$ cat src/hw/exec_pkg.sv
// shared constants and types for the instruction execute block
// assumes a 125 MHz system clock and a synchronous active-high reset
package exec_pkg;
   // status flag bit positions
   localparam int FLAG_C = 0;
   localparam int FLAG_Z = 1;
   localparam int FLAG_N = 2;
   localparam int FLAG_V = 3;
   localparam int FLAG_S = 4;
   localparam int FLAG_H = 5;
   localparam int FLAG_T = 6;
   localparam int FLAG_I = 7;
   // i/o space offsets and the data-space alias distance
   localparam logic [5:0] STACK_POINTER_LOW_OFS = 6'h3d;
   localparam logic [5:0] STACK_POINTER_HIGH_OFS = 6'h3e;
   localparam logic [5:0] STATUS_FLAGS_OFS = 6'h3f;
   localparam logic [5:0] BIT_IO_LAST = 6'h1f;
   localparam logic [6:0] DATA_ALIAS_OFS = 7'h20;
   localparam int IO_COUNT = 64;
   localparam logic [7:0] STATUS_RESET = 8'h00;
   localparam logic [10:0] SP_RESET = 11'h000;
   localparam logic [2:0] STACK_HIGH_MASK = 3'h7;
   // operation codes presented on the issue port
   typedef enum logic [4:0] {
      OP_NOP, io_bit_clear, io_bit_set, compare_skip_equal, register_compare,
      compare_with_borrow, skip_reg_bit_low, skip_reg_bit_high,
      skip_port_bit_low, skip_port_bit_high, branch_flag_high,
      branch_flag_low, branch_on_equal, unsigned_product,
      fractional_mixed_product, subroutine_return, interrupt_return,
      OP_IO_WRITE, OP_IO_READ
   } op_type;
   typedef struct packed {
      op_type op;
      logic [7:0] rd_val;    // destination operand value
      logic [7:0] rr_val;    // source operand value
      logic [6:0] addr;      // i/o or data-space address
      logic [2:0] bit_sel;   // bit or flag number
      logic [6:0] offset;    // signed branch offset
      logic next_two_word;   // following instruction is two words long
   } issue_type;
   typedef struct packed {
      logic pc_load;
      logic [15:0] pc;
      logic prod_we;
      logic [15:0] prod;
   } result_type;
endpackage

$ cat src/hw/io_space.sv
// i/o register storage with set/clear-bit access and flag write-one clear
// assumes one access per cycle from the execute core
`timescale 1ns/1ps
module io_space
   import exec_pkg::*;
(
   input wire logic sys_clk,
   input wire logic sys_rst,
   input wire logic [5:0] addr,
   input wire logic wr_en,
   input wire logic [7:0] wr_data,
   input wire logic [7:0] w1c_mask,
   input wire logic [7:0] flag_set,
   output logic [7:0] rd_data
);
   logic [7:0] mem_r [IO_COUNT];
   logic [7:0] wrote;
   assign rd_data = mem_r[addr];
   // bits under w1c_mask clear on a written one, plain bits just store
   assign wrote = (wr_data & ~w1c_mask) |
                  (mem_r[addr] & w1c_mask & ~wr_data);
   // flag_set from peripherals wins over a clearing write in the same cycle
   always_ff @(posedge sys_clk) begin
      for (int i = 0; i < IO_COUNT; i++) begin
         if (sys_rst) begin
            mem_r[i] <= 8'h00;
         end else if (wr_en && addr == 6'(i)) begin
            mem_r[i] <= wrote | (flag_set & w1c_mask);
         end else begin
            mem_r[i] <= mem_r[i] | (flag_set & w1c_mask);
         end
      end
   end
endmodule

$ cat src/hw/cpu_instruction_execute.sv
// execute stage for compare, skip, branch, multiply, return and bit i/o
// assumes issue inputs are stable for the cycle issue_valid is high
`timescale 1ns/1ps
module cpu_instruction_execute
   import exec_pkg::*;
(
   input wire logic sys_clk,
   input wire logic sys_rst,
   input wire logic issue_valid,
   input wire issue_type issue,
   input wire logic [15:0] pc_now,
   input wire logic [15:0] stack_pc,
   input wire logic [7:0] w1c_mask,
   input wire logic [7:0] flag_set,
   output result_type result_r,
   output logic [7:0] status_flags_r,
   output logic [10:0] stack_pointer_r,
   output logic [7:0] io_rd_data_r,
   output logic bad_addr_r
);
   typedef enum logic [1:0] {EXEC, PRODUCT_WAIT} state_type;
   state_type state_r, state_nxt;
   logic [15:0] prod_r;

   // subtract with borrow, returns {c,h,v,n,z} and keeps z when chaining
   function automatic logic [4:0] sub_flags(input logic [7:0] d,
      input logic [7:0] s, input logic cin, input logic zin, input logic chain);
      logic [8:0] r;
      logic h;
      logic v;
      r = {1'b0, d} - {1'b0, s} - {8'h00, cin};
      h = (~d[3] & s[3]) | (s[3] & r[3]) | (r[3] & ~d[3]);
      v = (d[7] & ~s[7] & ~r[7]) | (~d[7] & s[7] & r[7]);
      return {r[8], h, v, r[7],
              (r[7:0] == 8'h00) & (chain ? zin : 1'b1)};
   endfunction

   // i/o address: i/o ops use the raw number, data-space ops subtract 0x20
   logic is_data_view;
   logic [6:0] io_addr7;
   logic [5:0] io_addr;
   logic bit_op;
   logic io_oob;
   assign is_data_view = (issue.op == OP_IO_WRITE) ||
                         (issue.op == OP_IO_READ);
   assign io_addr7 = is_data_view ? issue.addr - DATA_ALIAS_OFS
                                  : issue.addr;
   assign io_addr = io_addr7[5:0];
   assign bit_op = (issue.op == io_bit_clear) || (issue.op == io_bit_set) ||
                   (issue.op == skip_port_bit_low) ||
                   (issue.op == skip_port_bit_high);
   assign io_oob = bit_op ? (issue.addr > {1'b0, BIT_IO_LAST})
                          : (is_data_view &&
                             (issue.addr < DATA_ALIAS_OFS ||
                              io_addr7 > 7'(IO_COUNT - 1)));

   // core-owned registers live here; the rest in io_space
   logic core_reg;
   logic [7:0] io_mem_rd;
   logic [7:0] io_rd;
   assign core_reg = io_addr >= STACK_POINTER_LOW_OFS;
   assign io_rd = (io_addr == STATUS_FLAGS_OFS) ? status_flags_r :
                  (io_addr == STACK_POINTER_HIGH_OFS) ?
                     {5'h00, stack_pointer_r[10:8]} :
                  (io_addr == STACK_POINTER_LOW_OFS) ?
                     stack_pointer_r[7:0] : io_mem_rd;

   // set/clear bit writes back the whole value read, so set flags clear
   logic [7:0] bitmask;
   logic [7:0] io_wdata;
   logic io_we;
   assign bitmask = 8'h01 << issue.bit_sel;
   assign io_wdata = (issue.op == io_bit_set) ? (io_rd | bitmask) :
                     (issue.op == io_bit_clear) ? (io_rd & ~bitmask) :
                     issue.rr_val;
   assign io_we = issue_valid && !io_oob && state_r == EXEC &&
                  (issue.op == io_bit_set || issue.op == io_bit_clear ||
                   issue.op == OP_IO_WRITE);

   io_space u_io (
      .sys_clk(sys_clk),
      .sys_rst(sys_rst),
      .addr(io_addr),
      .wr_en(io_we && !core_reg),
      .wr_data(io_wdata),
      .w1c_mask(w1c_mask),
      .flag_set(flag_set),
      .rd_data(io_mem_rd)
   );

   // skip and branch decisions
   logic [15:0] skip_pc;
   logic [15:0] next_pc;
   logic [15:0] branch_pc;
   logic flag_bit;
   logic skip_take;
   logic branch_take;
   assign skip_pc = pc_now + (issue.next_two_word ? 16'h0003 : 16'h0002);
   assign next_pc = pc_now + 16'h0001;
   assign branch_pc = pc_now + {{9{issue.offset[6]}}, issue.offset}
                      + 16'h0001;
   assign flag_bit = status_flags_r[issue.bit_sel];
   assign skip_take =
      (issue.op == compare_skip_equal && issue.rd_val == issue.rr_val) ||
      (issue.op == skip_reg_bit_low && !issue.rr_val[issue.bit_sel]) ||
      (issue.op == skip_reg_bit_high && issue.rr_val[issue.bit_sel]) ||
      (issue.op == skip_port_bit_low && !io_oob &&
       !io_rd[issue.bit_sel]) ||
      (issue.op == skip_port_bit_high && !io_oob &&
       io_rd[issue.bit_sel]);
   assign branch_take =
      (issue.op == branch_flag_high && flag_bit) ||
      (issue.op == branch_flag_low && !flag_bit) ||
      (issue.op == branch_on_equal && status_flags_r[FLAG_Z]);

   // compare flags: s follows n xor v
   logic [4:0] cmp;
   logic cmp_op;
   logic [7:0] cmp_flags;
   assign cmp_op = issue.op == register_compare ||
                   issue.op == compare_with_borrow;
   assign cmp = sub_flags(issue.rd_val, issue.rr_val,
      (issue.op == compare_with_borrow) & status_flags_r[FLAG_C],
      status_flags_r[FLAG_Z],
      issue.op == compare_with_borrow);
   assign cmp_flags = {status_flags_r[FLAG_I], status_flags_r[FLAG_T],
                       cmp[3], cmp[2] ^ cmp[1], cmp[2], cmp[1], cmp[0],
                       cmp[4]};

   // products: mixed one treats destination as signed
   logic [15:0] uprod;
   logic signed [16:0] sprod;
   logic [15:0] prod_val;
   // operands widened to the product width so no bits are lost
   assign uprod = {8'h00, issue.rd_val} *
                  {8'h00, issue.rr_val};
   assign sprod = $signed({{9{issue.rd_val[7]}}, issue.rd_val}) *
                  $signed({9'h000, issue.rr_val});
   assign prod_val = (issue.op == fractional_mixed_product) ?
                     {sprod[14:0], 1'b0} : uprod;
   logic product_op;
   assign product_op = issue.op == unsigned_product ||
                   issue.op == fractional_mixed_product;
   logic prod_carry;
   assign prod_carry = (issue.op == fractional_mixed_product) ?
                       sprod[15] : uprod[15];

   // two-cycle multiplier: first cycle computes, second writes the pair
   always_comb begin
      state_nxt = state_r;
      case (state_r)
         EXEC: begin
            if (issue_valid && product_op) begin
               state_nxt = PRODUCT_WAIT;
            end
         end
         PRODUCT_WAIT: begin
            state_nxt = EXEC;
         end
         default: begin
            state_nxt = EXEC;
         end
      endcase
   end

   // next status value, including direct writes to its i/o location
   logic [7:0] status_nxt;
   logic [10:0] sp_nxt;
   always_comb begin
      status_nxt = status_flags_r;
      sp_nxt = stack_pointer_r;
      if (issue_valid && state_r == EXEC) begin
         if (cmp_op) begin
            status_nxt = cmp_flags;
         end else if (product_op) begin
            status_nxt[FLAG_C] = prod_carry;
            status_nxt[FLAG_Z] = prod_val == 16'h0000;
         end else if (issue.op == interrupt_return) begin
            status_nxt[FLAG_I] = 1'b1;
         end else if (io_we && core_reg) begin
            if (io_addr == STATUS_FLAGS_OFS) begin
               status_nxt = io_wdata;
            end else if (io_addr == STACK_POINTER_HIGH_OFS) begin
               sp_nxt[10:8] = io_wdata[2:0] & STACK_HIGH_MASK;
            end else begin
               sp_nxt[7:0] = io_wdata;
            end
         end
      end
   end

   // result of this cycle; subroutine return leaves flags alone
   result_type res_nxt;
   always_comb begin
      res_nxt = '0;
      if (state_r == PRODUCT_WAIT) begin
         res_nxt.prod_we = 1'b1;
         res_nxt.prod = prod_r;
      end else if (issue_valid) begin
         res_nxt.pc_load = 1'b1;
         if (skip_take) begin
            res_nxt.pc = skip_pc;
         end else if (branch_take) begin
            res_nxt.pc = branch_pc;
         end else if (issue.op == subroutine_return ||
                      issue.op == interrupt_return) begin
            res_nxt.pc = stack_pc;
         end else begin
            res_nxt.pc = next_pc;
         end
      end
   end

   // registered outputs
   always_ff @(posedge sys_clk) begin
      if (sys_rst) begin
         state_r <= EXEC;
         result_r <= '0;
         prod_r <= 16'h0000;
         status_flags_r <= STATUS_RESET;
         stack_pointer_r <= SP_RESET;
         io_rd_data_r <= 8'h00;
         bad_addr_r <= 1'b0;
      end else begin
         state_r <= state_nxt;
         result_r <= res_nxt;
         prod_r <= prod_val;
         status_flags_r <= status_nxt;
         stack_pointer_r <= sp_nxt;
         io_rd_data_r <= io_oob ? 8'h00 : io_rd;
         bad_addr_r <= issue_valid && io_oob;
      end
   end
endmodule

$ cat config.mk
export PLATFORM = sky130hd
export DESIGN_NAME = cpu_instruction_execute
export DESIGN_NICKNAME = d
export VERILOG_FILES = /design/src/hw/exec_pkg.sv /design/src/hw/io_space.sv /design/src/hw/cpu_instruction_execute.sv
export SDC_FILE = /design/constraint.sdc
export NUM_CORES = 2
export LEC_CHECK = 0
export BUFFER_PORTS_ARGS = -buffer_cell sky130_fd_sc_hd__buf_2
export CORE_ASPECT_RATIO = 1.1
export CORE_MARGIN = 2
export CORE_UTILIZATION = 40
export CTS_CLUSTER_DIAMETER = 60
export DETAILED_ROUTE_END_ITERATION = 6
export PLACE_DENSITY = 0.58
export SLEW_MARGIN = 10
export SYNTH_ARGS = -nofsm -noshare
export SYNTH_HDL_FRONTEND = slang
export SYNTH_SLANG_ARGS = --single-unit
$ cat constraint.sdc
create_clock -name sys_clk -period 5.3 [get_ports sys_clk]
set_clock_uncertainty 0.1 [all_clocks]
set_input_delay 0.265 -clock sys_clk [delete_from_list [all_inputs] [get_ports sys_clk]]
set_output_delay 0.265 -clock sys_clk [all_outputs]
set_load 0.1 [all_outputs]
-- Word level (Yosys, flattened, before mapping)
Memory sizes are Yosys's and may differ from the RTL's.
Cells that the tools add are included.
- memories: 1
- bits of input ports: 90
- register bits after elaboration: 79
- RAM bits: 512
- memories (name ; depth ; bits a word ; read ports ; clocked after memory_dff ; write ports ; line ; source):
    u_io.mem_r ; 64 ; 8 ; 65 ; 0 ; 64 ; io_space.sv:16 ; logic [7:0] mem_r [IO_COUNT];
- bitwise operators: 228
- reduce and logical (&&, ||, !) cells: 124
- add/subtract/negate cells: 7
- order comparisons: 5
- shift-type cells: 1
- eq/ne operators: 85
- multiplexer cells: 543
- $mul: 2
- operators by type and width (kind ; number):
    2-to-1 mux 8 bit ; 135
    OR 8 bit ; 67
    2-to-1 mux 1 bit ; 394
    equality test 6 bit, second input constant ; 32
    OR 1 bit ; 131
    equality test 6 x 5 -> 1 bit, second input constant ; 16
    logical AND 1 bit ; 83
    2-to-1 mux 16 bit ; 4
    equality test 6 x 4 -> 1 bit, second input constant ; 8
    AND 8 bit ; 5
    equality test 5 x 4 -> 1 bit, second input constant ; 8
    2-to-1 mux 17 bit ; 2
    adder 16 x 1 -> 16 bit, second input constant ; 2
    equality test 6 x 3 -> 1 bit, second input constant ; 4
    inverter 8 bit ; 3
    equality test 5 x 3 -> 1 bit, second input constant ; 4
    adder 16 bit ; 1
    adder 16 x 2 -> 16 bit ; 1
    logical NOT 16 bit ; 1
    multiplier 8 x 8 -> 16 bit ; 1
    multiplier 8 x 9 -> 16 bit ; 1
    equality test 5 bit, second input constant ; 3
    logical OR 1 bit ; 15
    AND reduction 7 bit ; 2
    35 further kinds ; 72

-- Longest topological paths before layout
- depth after elaboration: 18
- depth in mapped cells: 21
- depth with buffers taken out: 21

-- Modules after synthesis
A second synthesis with hierarchy kept.
- cell total of the unflattened synthesis: 3525
- area, all modules: 36322.3 µm²
- modules (own cells, without submodules) (module ; sequential area each (µm²) ; area each (µm²) ; times used ; cells an instance):
    io_space ; 15374.7 ; 26524.2 ; 1 ; 2333
    cpu_instruction_execute ; 1581.5 ; 9798.1 ; 1 ; 1192

-- Worst setup path after synthesis
No wires, ideal clock.
- path type: input to register
- start point: input port issue[33] (netlist name)
- end point: register status_flags_r[0]
- path buffers: 1
- arrival time: 4.568 ns
- cell stages on the path: 19
- setup time: 0.120 ns
- slack: 0.513 ns
- required time: 5.080 ns
- cell sequence: clkbuf_1 clkinv_1 nor2_1 fa_1 inv_1 fa_1 fa_1 fa_1 inv_1 ha_1 inv_1 o21bai_1 a21oi_1 o21bai_1 a211o_1 a2111oi_0 nor4_1 nor3_1 o2bb2ai_1
- cells in the longest elaborated chain, start to end: 4
- elaborated cells between the ends (all ways): 7
- classes of those cells: add/sub (2); mul (2); mux (3)
- RTL lines (item ; line ; source):
    start, declared ; cpu_instruction_execute.sv:10 ; input wire issue_type issue,
    multiplier 8 x 9 -> 16 bit / multiplier 8 x 8 -> 16 bit (equally long branches) ; cpu_instruction_execute.sv:137, cpu_instruction_execute.sv:135 ;
    2-to-1 mux 1 bit ; cpu_instruction_execute.sv:145 ; assign prod_carry = (issue.op == fractional_mixed_product) ?
    2-to-1 mux 2 bit ; cpu_instruction_execute.sv:175 ; end else if (product_op) begin
    2-to-1 mux 6 bit (*) ; cpu_instruction_execute.sv:173 ; if (cmp_op) begin
    end signal, assigned ; cpu_instruction_execute.sv:228 ; status_flags_r <= status_nxt;
    end, declared ; cpu_instruction_execute.sv:16 ; output logic [7:0] status_flags_r,
Every way passes the cells marked *; elsewhere a longest branch is shown, timed or not.
A chain may end at the register's enable or synchronous reset.

-- Worst setup path after layout
- start point: input port issue[21] (netlist name)
- end point: register status_flags_r[0]
The elaborated chain is that of the path after synthesis.

==> metrics.md <==
| Metric | Value |
|---|---|
| Run status | `completed` |
| Clock sink total | `591` |
| Worst Path Max Fanout | `13` |
| CTS resizes | `0` |
| Switching Share | `between 30% and 40%` |
| Yosys top cell area share | `41.56%` |
| Peak VDD IR | `0.2013 mV` |
| Number of flops mapped to enable cells by yosys | `just over 500` |
| WHS Path Cells | `5` |
| Hpwl dp | `about 74000 um` |
| Crit path max-delay cell type | `fa_1` |
| Drt total wl | `111600 um` |
| Reg-to-reg endpoint | `u_io.mem_r[25][7]` |
| Worst path required time | `5690 ps` |
| PwrDens | `306.7 nW/um2` |
| Vias/cell | `5.606` |
| Post-CTS setup buffer count | `0` |
| I/O pin count | `152` |
| Internal power | `9.324 mW` |
| Dpl cells | `5059` |
| Final non-filler cell total | `5196` |
| Leak | `16.61 nW` |
| Die height | `approximately 320 um` |
| Area grow syn2layout | `17.80%` |
| Vias in the first global route | `around 29000` |
| Root buffer cell | `clkbuf_16` |
| Die Width | `294.0 um` |
| Maxcap violations | `0` |
| Power share of the clock group | `around 35%` |
| Endpoints failing setup | `0` |
| Worst-path cell chain | `buf_2, and2_1, fa_1, inv_1, fa_1, fa_1, fa_1, inv_1, ha_1, inv_1, o21bai_1, a21oi_1, o21bai_1, a211o_1, a2111oi_0, nor4_1, nor3_1, o2bb2ai_1` |
| Post-synth top cells | `nor3_1 (527), edfxtp_1 (512), a211oi_1 (511)` |
| Routed Antenna Nets | `0` |
| R2r setup slk | `1040 ps` |
| Synth Flop Type | `edfxtp_1` |
| Count leader, synth | `nor3_1` |
| CTS tree | `done` |
| First-pass GRT wire length | `172800 um` |
| Cell accounting for the most synthesized area | `edfxtp_1` |
| GRT Total Usage | `23.49%` |
| Cells after Synth | `around 3400` |
| Min-Delay Endpoint | `result_r[26]` |
| Gate power share | `23.5%` |
| Final Hold Fails | `0` |
| Hold Crit Class | `in -> reg` |
| Routed WL per cell | `~21 um` |
| Initial core utilization | `40.18%` |
| Post-CTS Hold Fix Bufs | `15` |
| Flip-flop and latch count after synthesis | `roughly 590` |
| Max Freq | `about 220 MHz` |
| Slew @ Worst Pin | `1095 ps` |
| Clock tree buffer depth | `3` |
| Die area | `94940 um2` |
| Period utilization | `84.94%` |
| CP Class | `in -> reg` |
| Worst EP arrival | `a little under 5000 ps` |
| Core box area | `92080 um2` |
| DRC viols | `0` |
| Top cells by area, synth | `edfxtp_1 (42%), a211oi_1 (10%), nor3_1 (7.1%), mux4_2 (6.9%), dfxtp_1 (4.3%)` |
| 1st-iter DRT viols | `between 2000 and 2500` |
| Worst reg2reg path depth | `12` |
| Ys async rst share | `0%` |
| Seq/Total Area, Yosys | `between 40% and 50%` |
| Crit-path max cell delay | `550 ps` |
| H-Tree Depth | `3` |
| Min cycle time layout | `4502 ps` |
| Port Buffers | `151` |
| Syn_area_per_cell | `10.92 um2` |
| Count of cell types in the netlist | `85` |
| Pins over their slew limit | `0` |
| Reg power frac | `41.9%` |
| Synth Cell Area | `37000 um2` |
| Rel. slew slack | `around 27%` |
| Initial antenna violation count | `1` |
| Psw | `4.041 mW` |
| Total CTS buffers | `70` |
| Startpoint types | `input port` |
| Layout cells sized above 1 | `between 10 and 15%` |
| Largest net degree at the start of global routing | `195` |
| Yosys warnings | `0` |
| Nets | `4234` |
| Vias | `29130` |
| Placer Congestion | `0.9237` |
| Overflow after GRT | `0` |
| Most common cell on crit path | `fa_1` |
| Reg-to-Reg Start | `u_io.mem_r[56][7]` |
| Num rows | `117` |
| Skew-Pair Late Insertion Delay | `650 ps` |
| Pre-antenna DRT Iters | `5` |
| Final setup TNS | `0 ps` |
| N_diodes | `0` |
| Worst Setup End Kind | `flip-flop` |
| Clock Pin Slew Worst Setup and Hold Paths | `60 ps` |
| Hold Crit Start | `stack_pc[9]` |
| RSZ-0062 raised after global routing | `no` |
==> registers in the layout, summed over array words and instances, names as in the netlist <==
name and flops:
prod_r 16, u_io.mem_r 512, result_r 34, stack_pointer_r 11, io_rd_data_r 8, status_flags_r 8, state_r 1, bad_addr_r 1
==> per-stage QoR <==
step / worst slack, ps / hold slack (ps) / utilization [%] / power, mW / area [um2]
floorplan: 512.6 / 305.7 / - / 7.891 / 38910
global placement: 222.8 / 312.4 / 44.85 / 8.771 / 41290
detailed placement: 189.2 / 312.3 / 44.85 / 8.787 / 41290
CTS: 801.1 / 0.8267 / 47.33 / 13.46 / 43580
global route: 385.2 / 35.25 / 47.33 / 14.03 / 43580
finish: 798.2 / 35.46 / 47.33 / 13.37 / 43580
==> metal layers <==
layer  global-route usage [%]  wire, um  vias up
li1                         -         -    13710
met1                    31.85     48250    14330
met2                    39.30     53670      943
met3                    3.697      7226      149
met4                    5.918      2409        2
met5                        0        13        -
==> layout make-up <==
| cell class | count | area [um2] |
|---|---|---|
| fillers | 8509 | 48500 |
| multi-input cells | 2826 | 20220 |
| flip-flops and latches | 591 | 16960 |
| repair buffers | 308 | 2185 |
| clock buffers | 99 | 1933 |
| well taps | 1190 | 1489 |
| inverters | 159 | 596.8 |
| clock inverters | 23 | 205.2 |
==> cell families after synthesis <==
family                     Yosys count  share of synthesized area (%)
buffers and inverters              483                          5.418
AOI/OAI and AO/OA                  817                          16.26
and+or+nand+nor                   1040                          13.70
xor gates and xnor gates            72                          1.745
adders and majority gates          188                          7.860
DFF                                591                          45.83
muxes                              197                          9.179
other                                1                        0.01014
==> layout by cell type (no fill, tap or decap), types with 45 or more instances in the layout <==
| master | synthesis | layout |
|---|---|---|
| buf_2 | 45 | 147 |
| inv_1 | 157 | 157 |
| edfxtp_1 | 512 | 512 |
| a21oi_1 | 66 | 66 |
| conb_1 | 1 | 512 |
| nand2_1 | 112 | 112 |
| dfxtp_1 | 79 | 79 |
| mux4_2 | 113 | 113 |
| xnor2_1 | 46 | 46 |
| nor3_1 | 527 | 503 |
| a22oi_1 | 50 | 50 |
| and2_1 | 53 | 45 |
| clkbuf_16 | 0 | 71 |
| nor2_1 | 211 | 210 |
| mux2i_1 | 76 | 76 |
| buf_4 | 22 | 128 |
| ha_1 | 114 | 114 |
| fa_1 | 74 | 74 |
| a211oi_1 | 511 | 511 |
==> critical path, delay by kind of cell <==
family	cells	cell delay, ps
fa+ha+maj	5	2330
compound gates	6	1320
simple gates	3	580
buf+inv	4	390
==> power by group through the flow <==
stage | registers, mW | clock network, mW | logic (mW)
5_1_grt | 5.64 | 4.91 | 3.48
3_5_place_dp | 5.70 | 0 | 3.09
2_1_floorplan | 5.76 | 0 | 2.13
6_report | 5.60 | 4.63 | 3.14
4_1_cts | 5.60 | 4.73 | 3.13
3_3_place_gp | 5.68 | 0 | 3.09
==> worst max path at each step <==
stage	from	end	depth (start not counted)
floorplan	issue[33]	status_flags_r[0]	19
global placement	issue[21]	status_flags_r[0]	18
detailed placement	issue[19]	status_flags_r[0]	19
CTS	issue[19]	status_flags_r[0]	19
global route	issue[19]	status_flags_r[0]	19
finish	issue[21]	status_flags_r[0]	18
Note: power is estimated with default switching activity, not from simulation.
